File: config.mk
export PLATFORM = sky130hd
export DESIGN_NAME = ldrq_request_phase
export DESIGN_NICKNAME = d
export VERILOG_FILES = /design/src/rtl/ldrq_pkg.sv /design/src/rtl/ldrq_request_phase.sv
export SDC_FILE = /design/constraint.sdc
export NUM_CORES = 1
export LEC_CHECK = 0
export ABC_AREA = 1
export CORE_ASPECT_RATIO = 1.2
export CORE_MARGIN = 2
export CORE_UTILIZATION = 35
export CTS_CLUSTER_SIZE = 30
export DETAILED_ROUTE_END_ITERATION = 8
export DONT_BUFFER_PORTS = 1
export GPL_TIMING_DRIVEN = 0
export MAX_ROUTING_LAYER = met4
export PLACE_DENSITY = 0.48
export SLEW_MARGIN = 10
export SYNTH_ARGS = -nofsm -noshare
export SYNTH_HDL_FRONTEND = slang
export SYNTH_SLANG_ARGS = --single-unit
File: constraint.sdc
create_clock -name ref_clk_i -period 2.6 [get_ports ref_clk_i]
set_input_delay 0.26 -clock ref_clk_i [delete_from_list [all_inputs] [get_ports ref_clk_i]]
set_output_delay 0.26 -clock ref_clk_i [all_outputs]
set_load 0.01 [all_outputs]
File: src/rtl/ldrq_pkg.sv
// package for the load-store data bus request phase
package ldrq_pkg;

  // ------------------------------------------------------------
  // widths and reset values
  // ------------------------------------------------------------
  localparam int          ADDR_W      = 32;
  localparam int          DATA_W      = 32;
  localparam int          PROT_W      = 3;
  localparam int          MEMTYPE_W   = 2;
  localparam logic        REQ_RST     = 1'h0;
  localparam logic [31:0] WORD_RST    = 32'h00000000;
  localparam logic [2:0]  PROT_RST    = 3'h0;
  localparam logic [1:0]  MEMTYPE_RST = 2'h0;

  // ------------------------------------------------------------
  // address phase carrier
  // ------------------------------------------------------------
  typedef struct packed {
    logic [ADDR_W-1:0]    addr;
    logic [DATA_W-1:0]    wdata;
    logic                 we;
    logic [PROT_W-1:0]    prot;
    logic [MEMTYPE_W-1:0] memtype;
  } ldrq_attr_type;

  typedef enum logic [0:0] {
    LDRQ_IDLE = 1'b0,
    LDRQ_PEND = 1'b1
  } ldrq_state_type;

endpackage

File: src/rtl/ldrq_request_phase.sv
// request phase of the load-store unit data bus
//
// Summary of operation
// - once request valid is raised it stays high until grant is seen high for one cycle.
// - the request parity output is always the inverse of request valid.
// - protection, write data and write enable stay stable while pending and change only after grant.
// - the address is presented in the same cycle that request valid is raised.
// - the memory attributes are presented together with request valid.
// - write enable is high for writes and low for reads alongside request valid.
`timescale 1ns/10ps
`default_nettype none

// ------------------------------------------------------------
// holding register for one address phase field
// ------------------------------------------------------------
module ldrq_hold_reg #(
  parameter int               WIDTH     = 1,
  parameter logic [WIDTH-1:0] RST_VALUE = '0
) (
  input  wire logic             ref_clk_i,
  input  wire logic             resetn_i,
  input  wire logic             load_i,
  input  wire logic [WIDTH-1:0] d_i,
  output logic      [WIDTH-1:0] q_o
);

  // a zero width field cannot be held
  if (WIDTH < 1) begin : gen_bad_width
    $error("hold register width must be at least one");
  end

  // load only on the cycle the core hands over a request
  always_ff @(posedge ref_clk_i or negedge resetn_i) begin
    if (!resetn_i) begin
      q_o <= RST_VALUE;
    end else if (load_i) begin
      q_o <= d_i;
    end
  end

endmodule

// ------------------------------------------------------------
// request phase
// ------------------------------------------------------------
module ldrq_request_phase #(
  parameter int ADDR_WIDTH    = ldrq_pkg::ADDR_W,
  parameter int DATA_WIDTH    = ldrq_pkg::DATA_W,
  parameter int PROT_WIDTH    = ldrq_pkg::PROT_W,
  parameter int MEMTYPE_WIDTH = ldrq_pkg::MEMTYPE_W
) (
  input  wire logic                    ref_clk_i,
  input  wire logic                    resetn_i,
  // core side
  input  wire logic                    core_req_i,
  input  wire ldrq_pkg::ldrq_attr_type core_attr_i,
  output logic                         core_busy_o,
  output logic                         core_accept_o,
  // bus side
  output logic                         data_req_o,
  output logic                         data_reqpar_o,
  input  wire logic                    data_gnt_i,
  input  wire logic                    data_gntpar_i,
  output ldrq_pkg::ldrq_attr_type      data_attr_o,
  output logic                         gnt_par_err_o
);
  import ldrq_pkg::*;

  // ------------------------------------------------------------
  // elaboration checks
  // ------------------------------------------------------------
  // the carrier struct fixes every field width, so only its widths fit
  if (ADDR_WIDTH != ADDR_W) begin : gen_bad_addr
    $error("address width must match the carrier");
  end
  if (DATA_WIDTH != DATA_W) begin : gen_bad_data
    $error("write data width must match the carrier");
  end
  if (PROT_WIDTH != PROT_W) begin : gen_bad_prot
    $error("protection width must match the carrier");
  end
  if (MEMTYPE_WIDTH != MEMTYPE_W) begin : gen_bad_memtype
    $error("memory type width must match the carrier");
  end

  // ------------------------------------------------------------
  // state
  // ------------------------------------------------------------
  ldrq_state_type           state;
  ldrq_state_type           next_state;
  logic                     accept;
  logic                     attr_load;
  logic [ADDR_WIDTH-1:0]    held_addr;
  logic [DATA_WIDTH-1:0]    held_wdata;
  logic                     held_we;
  logic [PROT_WIDTH-1:0]    held_prot;
  logic [MEMTYPE_WIDTH-1:0] held_memtype;

  // ------------------------------------------------------------
  // handshake
  // ------------------------------------------------------------
  // pending request valid
  assign data_req_o    = (state == LDRQ_PEND);
  assign accept        = data_req_o & data_gnt_i;
  assign core_accept_o = accept;
  // core may load a new request when idle or on the granting cycle
  assign core_busy_o   = data_req_o & ~data_gnt_i;
  assign attr_load     = core_req_i & ~core_busy_o;

  always_comb begin
    next_state = state;
    case (state)
      LDRQ_IDLE: begin
        if (core_req_i) begin
          next_state = LDRQ_PEND;
        end
      end
      LDRQ_PEND: begin
        if (accept && !core_req_i) begin
          next_state = LDRQ_IDLE;
        end
      end
      default: begin
        next_state = LDRQ_IDLE;
      end
    endcase
  end

  always_ff @(posedge ref_clk_i or negedge resetn_i) begin
    if (!resetn_i) begin
      state <= LDRQ_IDLE;
    end else begin
      state <= next_state;
    end
  end

  always_ff @(posedge ref_clk_i or negedge resetn_i) begin
    if (!resetn_i) begin
      data_reqpar_o <= ~REQ_RST;
    end else begin
      data_reqpar_o <= (next_state != LDRQ_PEND);
    end
  end

  // ------------------------------------------------------------
  // address phase attributes
  // ------------------------------------------------------------
  // frozen while pending
  ldrq_hold_reg #(
    .WIDTH     (ADDR_WIDTH),
    .RST_VALUE (WORD_RST)
  ) addr_hold (
    .ref_clk_i (ref_clk_i),
    .resetn_i  (resetn_i),
    .load_i    (attr_load),
    .d_i       (core_attr_i.addr),
    .q_o       (held_addr)
  );

  ldrq_hold_reg #(
    .WIDTH     (DATA_WIDTH),
    .RST_VALUE (WORD_RST)
  ) wdata_hold (
    .ref_clk_i (ref_clk_i),
    .resetn_i  (resetn_i),
    .load_i    (attr_load),
    .d_i       (core_attr_i.wdata),
    .q_o       (held_wdata)
  );

  ldrq_hold_reg #(
    .WIDTH     (1),
    .RST_VALUE (REQ_RST)
  ) we_hold (
    .ref_clk_i (ref_clk_i),
    .resetn_i  (resetn_i),
    .load_i    (attr_load),
    .d_i       (core_attr_i.we),
    .q_o       (held_we)
  );

  ldrq_hold_reg #(
    .WIDTH     (PROT_WIDTH),
    .RST_VALUE (PROT_RST)
  ) prot_hold (
    .ref_clk_i (ref_clk_i),
    .resetn_i  (resetn_i),
    .load_i    (attr_load),
    .d_i       (core_attr_i.prot),
    .q_o       (held_prot)
  );

  ldrq_hold_reg #(
    .WIDTH     (MEMTYPE_WIDTH),
    .RST_VALUE (MEMTYPE_RST)
  ) memtype_hold (
    .ref_clk_i (ref_clk_i),
    .resetn_i  (resetn_i),
    .load_i    (attr_load),
    .d_i       (core_attr_i.memtype),
    .q_o       (held_memtype)
  );

  // one driver for the whole carrier
  assign data_attr_o = '{
    addr:    held_addr,
    wdata:   held_wdata,
    we:      held_we,
    prot:    held_prot,
    memtype: held_memtype
  };

  // ------------------------------------------------------------
  // grant integrity
  // ------------------------------------------------------------
  // grant parity check
  always_ff @(posedge ref_clk_i or negedge resetn_i) begin
    if (!resetn_i) begin
      gnt_par_err_o <= 1'b0;
    end else begin
      gnt_par_err_o <= ~(data_gnt_i ^ data_gntpar_i);
    end
  end

endmodule

`default_nettype wire

==> results.yml <==
sta:
  slew_violations: 0
  rsz0062_at_grt: "no"
  hold_viol_final: 0
  fin_ws_ps: 1210
  timing.hold.ws_ps: 53.6
  final.setup_skew_ps: 3.67
  fmax_ghz: 0.718
  setup_tns_ps: 0
  setup_viol: 0
  max_slew_margin: 0.759
  final_period_minus_worst_setup_slack_ps: 1390
  layout_worst_path_cycle_share: 0.536
  worst_slew_pin_slew_ps: 361
final_layout:
  mostFrequentLayoutCell: "nand2_1"
  final_core_util: 0.405
  area_delta_synth_final_pct: 13.0
  layout_common_cells: "nand2_1, dfrtp_1, nand3_1, buf_2, clkbuf_8"
  design_area_sq_mm: 0.00326
  antenna_cells: 0
  fin_cells: 430
  drive_above_1_share: 0.125
  nets: 405
  fill_cells: 838
clocking:
  cts_resized: 0
  root_buffer: "clkbuf_8"
  clk_pin_slew_ps: 70
  h-tree-depth: 3
  cts_sinks: 73
  cts-hold-fix-buffers: 4
  clock_path_buffers: 2
  cts_buffers: 9
  clkLatencyLatePin_ps: 340
  cts_tree: "yes"
  cts_setup_buffers: 0
synthesis:
  postSynthCellCount: 315
  ys_types: 12
  synth_seq_area_share: 0.633
  synth_area_leaders: "dfrtp_1, nand2_1, nand3_1, buf_2, buf_4"
  syn_nets: 390
  synth_area_sq_mm: 0.00289
  synth_top_area_cell: "dfrtp_1"
  ys_ff_latch: 73
  synth.top_cell.area_share: 0.624
  avgSynthCellArea_sq_um: 9.17
  ys_warn_count: 0
pwr:
  power.leakage_nw: 1.74
  power.total_mw: 2.62
  p_per_area_mw_per_mm2: 804
  vdd_drop_max_mv: 0.286
worst_setup_path:
  worst_ep_required_time_ps: 2340
  worstRegToRegCells: 5
  worstSetupStartpointType: "flop"
  timing_worst_setup_path_type: "reg -> out"
  end_kind: "output port"
  cp_max_fo: 9
  crit_arrival_ps: 1130
placed_design:
  dp_hpwl_mm: 4.71
  gp_congestion: 0.739
  io_buffer_count: 0
  pre_cts_slack_ps: 1310
  dpl_cell_area_sq_mm: 0.00301
  dp.cells: 410
drt:
  drc: 0
  ant_nets: 0
  drt_iter0_drc: 168
  routed_wl_mm: 7.02
  vias: 2147
  drt_first_pass_iters: 4
  avgRoutedWirePerCell_microns: 16.3
  viasPerCell: 4.99
floorplan:
  rows: 36
  fp.coreArea_sq_mm: 0.00806
  die_w_microns: 86.9
  io_pins: 150
  die_h_microns: 104
  die-area_sq_mm: 0.00900
  initial_core_util: 0.358
grt:
  busiest_layer: "met2"
  use_met3: 0.0677
  grt_pass1_vias: 2213
  grtUsageMet1: 0.186
  met2_usage: 0.267
  overflow: 0
  grt_pass1_wl_mm: 11.3
  track_usage: 0.169
  grt_max_degree: 74
  antenna_found_initial: 0
worst_hold_path:
  min_path_cells: 2
  hold_path_class: "in -> reg"
run_status:
  outcome: "complete, no violations"
run:
  maxCapViolCount: 0
registers in the layout, indices dropped and copies added, names as in the netlist:
name / count
data_reqpar_o: 1
addr_hold.q_o: 32
data_req_o: 1
wdata_hold.q_o: 32
memtype_hold.q_o: 2
gnt_par_err_o: 1
we_hold.q_o: 1
prot_hold.q_o: 3
cells by family (layout without fill, tap and decap cells):
group / Yosys count / after routing / synth area share
and+or+nand+nor: 214 / 214 / 0.312
DFF: 73 / 73 / 0.633
buffers and inverters: 27 / 47 / 0.0520
xor gates and xnor gates: 1 / 1 / 0.00303
critical path, stage by stage, from the launching register on:
cell     delay, ps
dfrtp_1        490
nand2_4        150
inv_1          160
Yosys cell counts:
library cell	count
inv_1	3
nand2_4	1
nor2_1	1
inv_2	1
nand2_1	141
dfrtp_1	72
nand3_1	70
buf_4	8
xnor2_1	1
dfstp_2	1
nand2_2	1
buf_2	15
power by group:
group,internal (mW),leakage (nW),switching (mW),total (mW)
clock network,0.494,0.103,0.405,0.899
logic,0.100,0.750,0.166,0.266
registers,1.28,0.891,0.178,1.46
area by class of cell:
type	count	area, sq um	share of cell area
sequential	73	1830	0.560
multi-input combinational	215	910	0.279
clock buffer	13	159	0.0487
buffer	23	135	0.0414
tap	95	119	0.0364
timing repair buffer	4	57.6	0.0176
clock inverter	3	40.0	0.0123
inverter	4	15.0	0.00460
routing by layer:
metal / routed length [microns] / vias to the layer above
met5: 0 / -
met3: 642 / 10
met1: 2790 / 1017
met2: 3450 / 87
li1: - / 1033
met4: 140 / 0
path summary, 6_finish.rpt:
kind / from / to / slack (ps)
min in group asynchronous: resetn_i / addr_hold.q_o[8]$_DFFE_PN0P_ / 480
max in group asynchronous: resetn_i / data_reqpar_o$_DFF_PN1_ / 1810
min: core_attr_i[26] / wdata_hold.q_o[20]$_DFFE_PN0P_ / 50
max reg2reg: data_req_o$_DFF_PN0_ / addr_hold.q_o[6]$_DFFE_PN0P_ / 1340
max: data_req_o$_DFF_PN0_ / core_busy_o / 1210
min reg2reg: we_hold.q_o$_DFFE_PN0P_ / we_hold.q_o$_DFFE_PN0P_ / 490
No activity file was read; power rests on OpenSTA's default activity.
